### src/baud_pkg.sv
// constants for the baud rate generator block: register map, fields, resets
// assumes an axi4-lite slave with 32-bit data, one register per aligned word
package baud_pkg;
  // register byte addresses
  localparam logic [7:0] ADDR_HIGH   = 8'h00;
  localparam logic [7:0] ADDR_LOW    = 8'h04;
  localparam logic [7:0] ADDR_CTRL   = 8'h08;
  localparam logic [7:0] ADDR_STATUS = 8'h0C;
  localparam logic [7:0] ADDR_MASK   = 8'h10;
  localparam logic [7:0] ADDR_OPTION = 8'h14;
  // field positions in the high register
  localparam int BRK_IE_BIT  = 7;
  localparam int EDGE_IE_BIT = 6;
  localparam int HIGH_MSB    = 4;
  // control register bits
  localparam int RX_EN_BIT   = 0;
  localparam int TX_EN_BIT   = 1;
  // status bits
  localparam int ST_BRK_BIT  = 0;
  localparam int ST_EDGE_BIT = 1;
  // values after reset
  localparam logic [4:0] HIGH_RESET = 5'h00;
  localparam logic [7:0] LOW_RESET  = 8'h04;
  // oversampling ticks per bit
  localparam int OVERSAMPLE = 16;
  localparam logic [3:0] TICK_LAST = 4'hF;
  // axi responses
  localparam logic [1:0] RESP_OKAY   = 2'h0;
  localparam logic [1:0] RESP_SLVERR = 2'h2;
endpackage : baud_pkg

### src/baud_counter.sv
// modulo down-counter producing one oversampling tick per reload
// assumes divisor and run enable come from logic on the same clock
`timescale 1ns/1ps
module baud_counter (
  // clock and reset
  input  wire logic        aclk,
  input  wire logic        aresetn,
  // control
  input  wire logic        run,
  input  wire logic [12:0] divisor,
  // tick output
  output logic             tick
);
  logic [12:0] count_q;
  logic [12:0] count_d;
  logic        at_end;

  // reload at one, so a divisor n gives one tick every n clocks
  assign at_end  = (count_q <= 13'h0001);
  assign count_d = !run ? divisor : (at_end ? divisor : count_q - 13'h0001);

  // counter loads the divisor and tick is held low while stopped, so no toggling with a zero divisor
  always_ff @(posedge aclk)
  begin
    if (!aresetn)
    begin
      count_q <= 13'h0000;
      tick    <= 1'b0;
    end
    else
    begin
      count_q <= count_d;
      tick    <= run && at_end;
    end
  end
endmodule : baud_counter

### src/baud_rate_gen.sv
// baud rate generator with divisor registers, interrupt enables and pin routing
// assumes an axi4-lite master and break / edge events from the serial core
`timescale 1ns/1ps
// Operation
// - nonzero divisor gives bit rate bus clock over sixteen times divisor
// - zero divisor stops the generator completely
// - 13-bit divisor: high bits 4:0 of high register, low bits 7:0 of low
// - high write is buffered; working divisor loads on low register write
// - low resets nonzero; generator idle until rx or tx enable first written one
// - high bit 7 enables break-detect interrupt from the break flag
// - high bit 6 enables receive-edge interrupt from the edge flag
// - position select routes channel two pins: zero port f, one port e
module baud_rate_gen (
  // clock and reset
  input  wire logic        aclk,
  input  wire logic        aresetn,
  // axi4-lite write address
  input  wire logic [7:0]  s_axi_awaddr,
  input  wire logic        s_axi_awvalid,
  output logic             s_axi_awready,
  // axi4-lite write data
  input  wire logic [31:0] s_axi_wdata,
  input  wire logic [3:0]  s_axi_wstrb,
  input  wire logic        s_axi_wvalid,
  output logic             s_axi_wready,
  // axi4-lite write response
  output logic [1:0]       s_axi_bresp,
  output logic             s_axi_bvalid,
  input  wire logic        s_axi_bready,
  // axi4-lite read address
  input  wire logic [7:0]  s_axi_araddr,
  input  wire logic        s_axi_arvalid,
  output logic             s_axi_arready,
  // axi4-lite read data
  output logic [31:0]      s_axi_rdata,
  output logic [1:0]       s_axi_rresp,
  output logic             s_axi_rvalid,
  input  wire logic        s_axi_rready,
  // events from the serial core
  input  wire logic        break_event,
  input  wire logic        rx_edge_event,
  // generator outputs
  output logic             oversample_tick,
  output logic             bit_tick,
  output logic [12:0]      baud_divisor,
  // channel two pin routing
  input  wire logic        second_channel_tx_pin,
  output logic             second_channel_rx_pin,
  input  wire logic        port_f1_in,
  input  wire logic        port_e7_in,
  output logic             port_f0_out,
  output logic             port_f0_oe,
  output logic             port_e6_out,
  output logic             port_e6_oe,
  // interrupt
  output logic             irq
);
  // registers
  logic [7:0]  high_q;
  logic [4:0]  high_work_q;
  logic [7:0]  low_q;
  logic [1:0]  ctrl_q;
  logic        started_q;
  logic [1:0]  status_q;
  logic [1:0]  mask_q;
  logic        pos_sel_q;
  logic [3:0]  sub_q;
  logic        bit_tick_q;
  // pin synchronisers
  logic [1:0]  f1_sync_q;
  logic [1:0]  e7_sync_q;
  // axi state
  logic        aw_held_q;
  logic        w_held_q;
  logic [7:0]  aw_addr_q;
  logic [31:0] w_data_q;
  logic [3:0]  w_strb_q;
  logic        bvalid_q;
  logic [1:0]  bresp_q;
  logic        rvalid_q;
  logic [1:0]  rresp_q;
  logic [31:0] rdata_q;

  // write channel capture: address and data taken in either order
  assign s_axi_awready = !aw_held_q && !bvalid_q;
  assign s_axi_wready  = !w_held_q && !bvalid_q;
  assign s_axi_bvalid  = bvalid_q;
  assign s_axi_bresp   = bresp_q;

  wire       aw_take  = s_axi_awvalid && s_axi_awready;
  wire       w_take   = s_axi_wvalid && s_axi_wready;
  wire       aw_have  = aw_held_q || aw_take;
  wire       w_have   = w_held_q || w_take;
  wire [7:0] wr_addr  = aw_held_q ? aw_addr_q : s_axi_awaddr;
  wire [31:0] wr_data = w_held_q ? w_data_q : s_axi_wdata;
  wire [3:0] wr_strb  = w_held_q ? w_strb_q : s_axi_wstrb;
  wire       wr_fire  = aw_have && w_have && !bvalid_q;
  wire       wr_lane0 = wr_fire && wr_strb[0];

  // write decode
  wire wr_high_hit  = (wr_addr == baud_pkg::ADDR_HIGH);
  wire wr_low_hit   = (wr_addr == baud_pkg::ADDR_LOW);
  wire wr_ctrl_hit  = (wr_addr == baud_pkg::ADDR_CTRL);
  wire wr_stat_hit  = (wr_addr == baud_pkg::ADDR_STATUS);
  wire wr_mask_hit  = (wr_addr == baud_pkg::ADDR_MASK);
  wire wr_opt_hit   = (wr_addr == baud_pkg::ADDR_OPTION);
  wire wr_mapped    = wr_high_hit || wr_low_hit || wr_ctrl_hit || wr_stat_hit
                      || wr_mask_hit || wr_opt_hit;
  wire wr_high      = wr_lane0 && wr_high_hit;
  wire wr_low       = wr_lane0 && wr_low_hit;
  wire wr_ctrl      = wr_lane0 && wr_ctrl_hit;
  wire wr_mask      = wr_lane0 && wr_mask_hit;
  wire wr_opt       = wr_lane0 && wr_opt_hit;

  // axi write handshake state
  always_ff @(posedge aclk)
  begin
    if (!aresetn)
    begin
      aw_held_q <= 1'b0;
      w_held_q  <= 1'b0;
      aw_addr_q <= 8'h00;
      w_data_q  <= 32'h00000000;
      w_strb_q  <= 4'h0;
      bvalid_q  <= 1'b0;
      bresp_q   <= baud_pkg::RESP_OKAY;
    end
    else
    begin
      if (aw_take)
        aw_addr_q <= s_axi_awaddr;
      if (w_take)
      begin
        w_data_q <= s_axi_wdata;
        w_strb_q <= s_axi_wstrb;
      end
      aw_held_q <= wr_fire ? 1'b0 : aw_have;
      w_held_q  <= wr_fire ? 1'b0 : w_have;
      if (wr_fire)
      begin
        bvalid_q <= 1'b1;
        bresp_q  <= wr_mapped ? baud_pkg::RESP_OKAY : baud_pkg::RESP_SLVERR;
      end
      else if (s_axi_bready)
        bvalid_q <= 1'b0;
    end
  end

  // read channel: one read at a time, answer one cycle after address
  assign s_axi_arready = !rvalid_q;
  assign s_axi_rvalid  = rvalid_q;
  assign s_axi_rdata   = rdata_q;
  assign s_axi_rresp   = rresp_q;

  wire rd_take     = s_axi_arvalid && s_axi_arready;
  wire rd_high_hit = (s_axi_araddr == baud_pkg::ADDR_HIGH);
  wire rd_low_hit  = (s_axi_araddr == baud_pkg::ADDR_LOW);
  wire rd_ctrl_hit = (s_axi_araddr == baud_pkg::ADDR_CTRL);
  wire rd_stat_hit = (s_axi_araddr == baud_pkg::ADDR_STATUS);
  wire rd_mask_hit = (s_axi_araddr == baud_pkg::ADDR_MASK);
  wire rd_opt_hit  = (s_axi_araddr == baud_pkg::ADDR_OPTION);
  wire rd_mapped   = rd_high_hit || rd_low_hit || rd_ctrl_hit || rd_stat_hit
                     || rd_mask_hit || rd_opt_hit;
  wire rd_status   = rd_take && rd_stat_hit;

  // read mux; bits above a register's width read zero
  wire [7:0] rd_byte = rd_high_hit ? high_q :
                       rd_low_hit  ? low_q :
                       rd_ctrl_hit ? {6'h00, ctrl_q} :
                       rd_stat_hit ? {6'h00, status_q} :
                       rd_mask_hit ? {6'h00, mask_q} :
                       rd_opt_hit  ? {7'h00, pos_sel_q} : 8'h00;

  always_ff @(posedge aclk)
  begin
    if (!aresetn)
    begin
      rvalid_q <= 1'b0;
      rdata_q  <= 32'h00000000;
      rresp_q  <= baud_pkg::RESP_OKAY;
    end
    else if (rd_take)
    begin
      rvalid_q <= 1'b1;
      rdata_q  <= {24'h000000, rd_byte};
      rresp_q  <= rd_mapped ? baud_pkg::RESP_OKAY : baud_pkg::RESP_SLVERR;
    end
    else if (s_axi_rready)
      rvalid_q <= 1'b0;
  end

  // high register: enables and buffered divisor half; bit 5 is not stored
  wire [7:0] high_wr_val = {wr_data[baud_pkg::BRK_IE_BIT],
                            wr_data[baud_pkg::EDGE_IE_BIT],
                            1'b0,
                            wr_data[baud_pkg::HIGH_MSB:0]};

  // working divisor only moves on a low write, so a half-written pair is never used
  always_ff @(posedge aclk)
  begin
    if (!aresetn)
    begin
      high_q      <= {3'h0, baud_pkg::HIGH_RESET};
      high_work_q <= baud_pkg::HIGH_RESET;
      low_q       <= baud_pkg::LOW_RESET;
      ctrl_q      <= 2'h0;
      started_q   <= 1'b0;
      mask_q      <= 2'h0;
      pos_sel_q   <= 1'b0;
    end
    else
    begin
      if (wr_high)
        high_q <= high_wr_val;
      if (wr_low)
      begin
        low_q       <= wr_data[7:0];
        high_work_q <= wr_high ? high_wr_val[4:0] : high_q[4:0];
      end
      if (wr_ctrl)
        ctrl_q <= wr_data[1:0];
      if (wr_ctrl && (wr_data[baud_pkg::RX_EN_BIT] || wr_data[baud_pkg::TX_EN_BIT]))
        started_q <= 1'b1;
      if (wr_mask)
        mask_q <= wr_data[1:0];
      if (wr_opt)
        pos_sel_q <= wr_data[0];
    end
  end

  // generator runs only after first enable and with a nonzero divisor
  assign baud_divisor = {high_work_q, low_q};
  wire gen_run = started_q && (baud_divisor != 13'h0000);
  logic raw_tick;

  baud_counter u_counter (
    .aclk    (aclk),
    .aresetn (aresetn),
    .run     (gen_run),
    .divisor (baud_divisor),
    .tick    (raw_tick)
  );

  // sixteen oversampling ticks form one bit time
  always_ff @(posedge aclk)
  begin
    if (!aresetn)
    begin
      sub_q      <= 4'h0;
      bit_tick_q <= 1'b0;
    end
    else
    begin
      if (!gen_run)
        sub_q <= 4'h0;
      else if (raw_tick)
        sub_q <= sub_q + 4'h1;
      bit_tick_q <= gen_run && raw_tick && (sub_q == baud_pkg::TICK_LAST);
    end
  end
  assign oversample_tick = raw_tick;
  assign bit_tick        = bit_tick_q;

  // sticky flags: an event in the clearing read cycle survives
  wire [1:0] events = {rx_edge_event, break_event};
  always_ff @(posedge aclk)
  begin
    if (!aresetn)
      status_q <= 2'h0;
    else
      status_q <= (rd_status ? 2'h0 : status_q) | events;
  end

  // break request follows its enable bit, edge request likewise, plus the mask
  wire brk_req  = high_q[baud_pkg::BRK_IE_BIT] && status_q[baud_pkg::ST_BRK_BIT];
  wire edge_req = high_q[baud_pkg::EDGE_IE_BIT] && status_q[baud_pkg::ST_EDGE_BIT];
  assign irq = (brk_req && mask_q[baud_pkg::ST_BRK_BIT])
               || (edge_req && mask_q[baud_pkg::ST_EDGE_BIT]);

  // receive pins come from outside and pass two flops before the mux
  always_ff @(posedge aclk)
  begin
    if (!aresetn)
    begin
      f1_sync_q <= 2'h3;
      e7_sync_q <= 2'h3;
    end
    else
    begin
      f1_sync_q <= {f1_sync_q[0], port_f1_in};
      e7_sync_q <= {e7_sync_q[0], port_e7_in};
    end
  end

  // pin routing: unselected port stays undriven
  assign second_channel_rx_pin = pos_sel_q ? e7_sync_q[1] : f1_sync_q[1];
  assign port_f0_out = second_channel_tx_pin;
  assign port_e6_out = second_channel_tx_pin;
  assign port_f0_oe  = !pos_sel_q;
  assign port_e6_oe  = pos_sel_q;
endmodule : baud_rate_gen

### config.mk
export PLATFORM = sky130hd
export DESIGN_NAME = baud_rate_gen
export DESIGN_NICKNAME = d
export VERILOG_FILES = /design/src/baud_pkg.sv /design/src/baud_counter.sv /design/src/baud_rate_gen.sv
export SDC_FILE = /design/constraint.sdc
export NUM_CORES = 1
export LEC_CHECK = 0
export ABC_AREA = 0
export ABC_CLOCK_PERIOD_IN_PS = 4230
export BUFFER_PORTS_ARGS = -buffer_cell sky130_fd_sc_hd__buf_2
export CAP_MARGIN = 20
export CORE_MARGIN = 1.5
export CORE_UTILIZATION = 55
export CTS_CLUSTER_SIZE = 16
export DETAILED_ROUTE_END_ITERATION = 10
export GPL_ROUTABILITY_DRIVEN = 0
export GPL_TIMING_DRIVEN = 0
export HOLD_SLACK_MARGIN = 0.06
export PLACE_DENSITY_LB_ADDON = 0.15
export SETUP_SLACK_MARGIN = 0.05
export SLEW_MARGIN = 10
export SYNTH_ARGS = -nofsm -noshare
export SYNTH_HDL_FRONTEND = slang
export SYNTH_HIERARCHICAL = 1
export SYNTH_SLANG_ARGS = --single-unit
export TNS_END_PERCENT = 100
### constraint.sdc
create_clock -name aclk -period 4.23 [get_ports aclk]
set_input_delay 0.423 -clock aclk [delete_from_list [all_inputs] [get_ports aclk]]
set_output_delay 0.423 -clock aclk [all_outputs]
set_load 0.005 [all_outputs]
---- Yosys cells after proc, flatten, opt, wreduce, memory -nomap -nowiden ----
Cells that the tools add are included.
word-level totals
  register bits after elaboration ......... 84
  input bits .............................. 64
  word-level logic and storage cells ...... 109
operators by class
  add/subtract/negate cells ............... 2
  order comparisons ....................... 1
  equal/unequal tests ..................... 11
  mux-type cells .......................... 20
  bitwise operators ....................... 2
  reduce and logical (&&, ||, !) cells .... 49
operator list
  operator               number
  $eq 8x4->1 const B     4
  $eq 8x5->1 const B     4
  $mux 8                 4
  $mux 13                2
  $logic_and 1x1->1      23
  $eq 8x3->1 const B     2
  $logic_not 8->1        2
  $logic_or 1x1->1       14
  $le 13x1->1 const B    1
  $reduce_bool 13->1     1
  $sub 13x1->13 const B  1
  $mux 2                 6
  $mux 1                 7
  $logic_not 1->1        5
  $mux 5                 1
  $add 4x1->4 const B    1
  $eq 4x4->1 const B     1
  $reduce_bool 2->1      2
  $or 2x2->2             1
  $reduce_and 2->1       1
  $reduce_or 2->1        1
  $not 1->1              1

---- Logic depth before layout (Yosys ltp) ----
  word-level depth ........................ 9
  depth in mapped cells ................... 8

---- Hierarchy ----
Netlist, hierarchy kept.
modules (own cells, without submodules)
  module         times used  cells an instance  area an instance (um^2)  seq. area each (um^2)
  baud_rate_gen  1           344                3180.6                   1361.3
  baud_counter   1           89                 852.1                    280.3

---- Least setup slack after synthesis ----
No wires, ideal clock.
  kind .................................... input -> register
  start ................................... input s_axi_araddr[7]
  end ..................................... register rdata_q[0] (netlist: s_axi_rdata[0])
  setup time .............................. 0.124 ns
  arrival ................................. 1.832 ns
  data required time ...................... 4.106 ns
  slack ................................... 2.274 ns
  stages .................................. 5
  buffers on the path ..................... 1
  cell sequence ........................... or4_1 or4_1 clkbuf_1 o31ai_1 a21oi_1
between the ends
  longest elaborated chain between the ends .. 7
  elaborated cells between the ends (all ways) .. 12
  those cells by class .................... eq/ne (5); mux (6); reduce/logical (1)
ends and longest elaborated chain
  element               RTL line              RTL
  start, declared       baud_rate_gen.sv:31   input wire logic [7:0] s_axi_araddr,
  $eq 8x5->1            baud_rate_gen.sv:161  wire rd_opt_hit = (s_axi_araddr == baud_pkg::ADDR_OPTION);
  $mux 1                baud_rate_gen.sv:172  rd_opt_hit ? {7'h00, pos_sel_q} : 8'h00;
  $mux 2                baud_rate_gen.sv:171  rd_mask_hit ? {6'h00, mask_q} :
  $mux 2                baud_rate_gen.sv:170  rd_stat_hit ? {6'h00, status_q} :
  $mux 2                baud_rate_gen.sv:169  rd_ctrl_hit ? {6'h00, ctrl_q} :
  $mux 8                baud_rate_gen.sv:168  rd_low_hit ? low_q :
  $mux 8 (*)            baud_rate_gen.sv:167  wire [7:0] rd_byte = rd_high_hit ? high_q :
  end signal, assigned  baud_rate_gen.sv:185  rdata_q <= {24'h000000, rd_byte};
  end, declared         baud_rate_gen.sv:82   logic [31:0] rdata_q;
Every way passes the cells marked *; elsewhere a longest branch is shown, timed or not.
A chain may end at the register's enable or synchronous reset.

---- Final worst setup path ----
  start ................................... register u_counter.count_q[0]
  end ..................................... register u_counter.count_q[5]
between the ends
  longest elaborated chain between the ends .. 3
  elaborated cells between the ends (all ways) .. 4
  those cells by class .................... add/sub (1); order compare (1); mux (2)
ends and longest elaborated chain
  element                                       RTL line                                RTL
  start, declared                               baud_counter.sv:14                      logic [12:0] count_q;
  start signal, assigned                        baud_counter.sv:32                      count_q <= count_d;
  $sub 13x1->13 or $le 13x1->1 (tied branches)  baud_counter.sv:20, baud_counter.sv:19
  $mux 13 (*) (2 in series)                     baud_counter.sv:20                      assign count_d = !run ? divisor : (at_end ? divisor : count_q - 13'h0001);
Marks and branches as above.

==> flow_metrics.tcl <==
set metrics [dict create \
    status "finished, final reports clean" \
    antenna_cells 0 \
    synthCells 433 \
    nNetsFinal 606 \
    area_growth_pct 19.55 \
    crit_type "reg -> reg" \
    vias_per_cell 5.165 \
    slew_headroom_pct 49.48 \
    cts_tree "done" \
    track_usage_pct 23.60 \
    placed_cell_area_um2 4601 \
    initial_core_util_pct 56.20 \
    postCtsSetupRepairBufs 0 \
    synth_area_um2 4033 \
    io_pins 126 \
    ir_worst_vdd_mv 0.2382 \
    final_area_um2 4821 \
    clock_latency_ns 0.35 \
    clockBufferDepth 2 \
    critPathArrivalTime_ns 2.30 \
    crit_start "u_counter/count_q[0]" \
    synth.area.top_cells "dfxtp_1, mux2i_1, buf_4" \
    worstPathRequired_ns 4.44 \
    hold_class "in -> reg" \
    antenna_found_initial 0 \
    die-area_um2 7854 \
    drv_slew 0 \
    path_clk_slew_ns 0.08 \
    p_leak_nw 2.197 \
    port_buffers 70 \
    ys.warnings.count 6 \
    synth_edf_count 0 \
    avgSynthCellArea_um2 9.313 \
    finClkSkew_ns 0.004700 \
    nFillCells 615 \
    rsz0062_at_grt "no" \
    layout-drive-gt1-share_pct 27.21 \
    timing.final.crit_share_pct 49.45 \
    synth_flop_cell "dfxtp_1" \
    antenna_left 0 \
    cts_resized 0 \
    setup_viol 0 \
    wl_um 8879 \
    cts_hold_buf 0 \
    tns_ns 0 \
    synth_top_area_share_pct 40.71 \
    max_freq_ghz 0.4781 \
    worst-path-max-fanout 10 \
    ys_types 51 \
    asyncSetResetFlopFracSynth_pct 0 \
    worstSetupStartpointType "flop" \
    wl_per_cell_um 13.81 \
    drtPass1Iterations 4 \
    hpwl_um 6739 \
    drt_iter0_drc 117 \
    core_um2 7176 \
    ctsRootBufferMaster "clkbuf_8" \
    crit_path_end_kind "flop" \
    grt_pass1_vias 3027 \
    worstHoldStart "port_f1_in" \
    synth_largest_area_cell "dfxtp_1" \
    fin_crit_ns 2.092 \
    grt_max_degree 14 \
    numCtsBuffers 9 \
    crit-reg2reg-launch "u_counter/count_q[0]" \
    globalRoute.totalOverflow 0 \
    drc 0 \
    placementRows 31 \
    drv_cap 0 \
    synth_seq_area_share_pct 40.71 \
    power_density_nw_per_um2 339.2 \
    cts_htree_levels 3 \
    ys_seq_elements 82 \
    clock-sinks 82 \
    die_w_um 88.63 \
    worst_pin_slew_ns 0.7578 \
    die_h_um 88.63 \
    grt_pass1_wl_um 14210 \
    hold_viol_final 0 \
    vias 3321 \
]
## power breakdown
part           switching (mW)  leakage (nW)  internal [mW]  total [mW]
registers              0.0153         0.667          0.794       0.809
clock network           0.277         0.103          0.349       0.626
logic                   0.106          1.43         0.0943       0.200
## state kept, by name, indices dropped and copies added, names as in the netlist
name	flops
low_q	8
u_counter/tick	1
e7_sync_q	2
w_held_q	1
ctrl_q	2
bit_tick	1
aw_held_q	1
u_counter/count_q	13
w_strb_q	1
mask_q	2
port_e6_oe	1
high_q	7
started_q	1
high_work_q	5
status_q	2
sub_q	4
aw_addr_q	8
w_data_q	8
s_axi_bresp	1
s_axi_bvalid	1
s_axi_rvalid	1
s_axi_rdata	8
s_axi_rresp	1
f1_sync_q	2
## logic make-up after synthesis
group           synth area share (%)
simple gates                   19.64
flops                          40.71
mux                            17.03
buf+inv                        8.843
compound gates                 9.929
xor+xnor                       2.823
fa+ha+maj                     0.9309
other cells                  0.09299
## worst max-delay path, stage by stage (launching register included)
cell      delay, ns
dfxtp_1        0.40
ha_1           0.16
or4b_1         0.43
or3_4          0.36
clkbuf_1       0.23
a31oi_1        0.29
a211oi_2       0.07
## placed cells by master (no fill, tap or decap), types with 4 or more instances in the layout
cell	instances
dfxtp_1	82
buf_2	70
nand2_1	55
mux2i_1	54
nor2_1	41
buf_4	29
conb_1	26
clkbuf_1	21
a31oi_1	12
mux2_2	11
clkbuf_8	10
a211oi_2	10
a21oi_1	9
xnor2_1	9
nor3_1	8
inv_1	8
o21ai_0	8
and2_1	8
nand2b_1	7
nor4_1	6
or4_1	6
xor2_1	4
## final cells by class
cell class	count	area (um^2)	share of cell area, %
clock buffers	12	145.1	3.011
repair buffers	70	350.3	7.267
flip-flops and latches	82	1642	34.05
plain buffers	52	326.6	6.774
inverters	8	30.03	0.6229
multi-input cells	316	2128	44.15
clock inverters	4	75.07	1.557
well taps	99	123.9	2.569
## cell usage after synthesis, drive strengths merged (3+ instances only)
cell	count
a211oi	10
a21oi	9
a31oi	12
and2	8
buf	33
clkbuf	19
dfxtp	82
ha	3
inv	8
mux2	11
mux2i	54
nand2	55
nand2b	7
nand3	5
nor2	41
nor3	8
nor4	6
o21ai	8
or3	3
or3b	4
or4	7
xnor2	9
xor2	4
## metal layers
metal / part of all wire (%) / GRT usage [%]
met3: 3.3 / 5.224
met4: 0.83 / 5.540
met5: 0 / 0
met2: 52 / 42.49
met1: 44 / 28.62
## path summary, 6_finish.rpt
check             cells after the start                   end  slack, ns
setup / recovery                      6  u_counter/count_q[5]       2.14
hold / removal                        2          f1_sync_q[0]       0.25
setup reg to reg                      6  u_counter/count_q[5]       2.14
hold reg to reg                       1          f1_sync_q[1]       0.41
## per-stage QoR
step                      hold slack (ns)  utilization [%]  std cells  setup slack (ns)  power, mW
final                              0.2481            67.18        643             2.138      1.635
after global routing               0.2445            67.18        643             1.943      1.699
after detailed placement           0.3952            64.12        627             2.026      1.026
after floorplan                    0.3863                -        458             2.274     0.9678
after CTS                          0.2452            67.18        643             2.155      1.639
after global placement             0.3910            64.12        627             2.039      1.020
No activity file was read; power rests on OpenSTA's default activity.
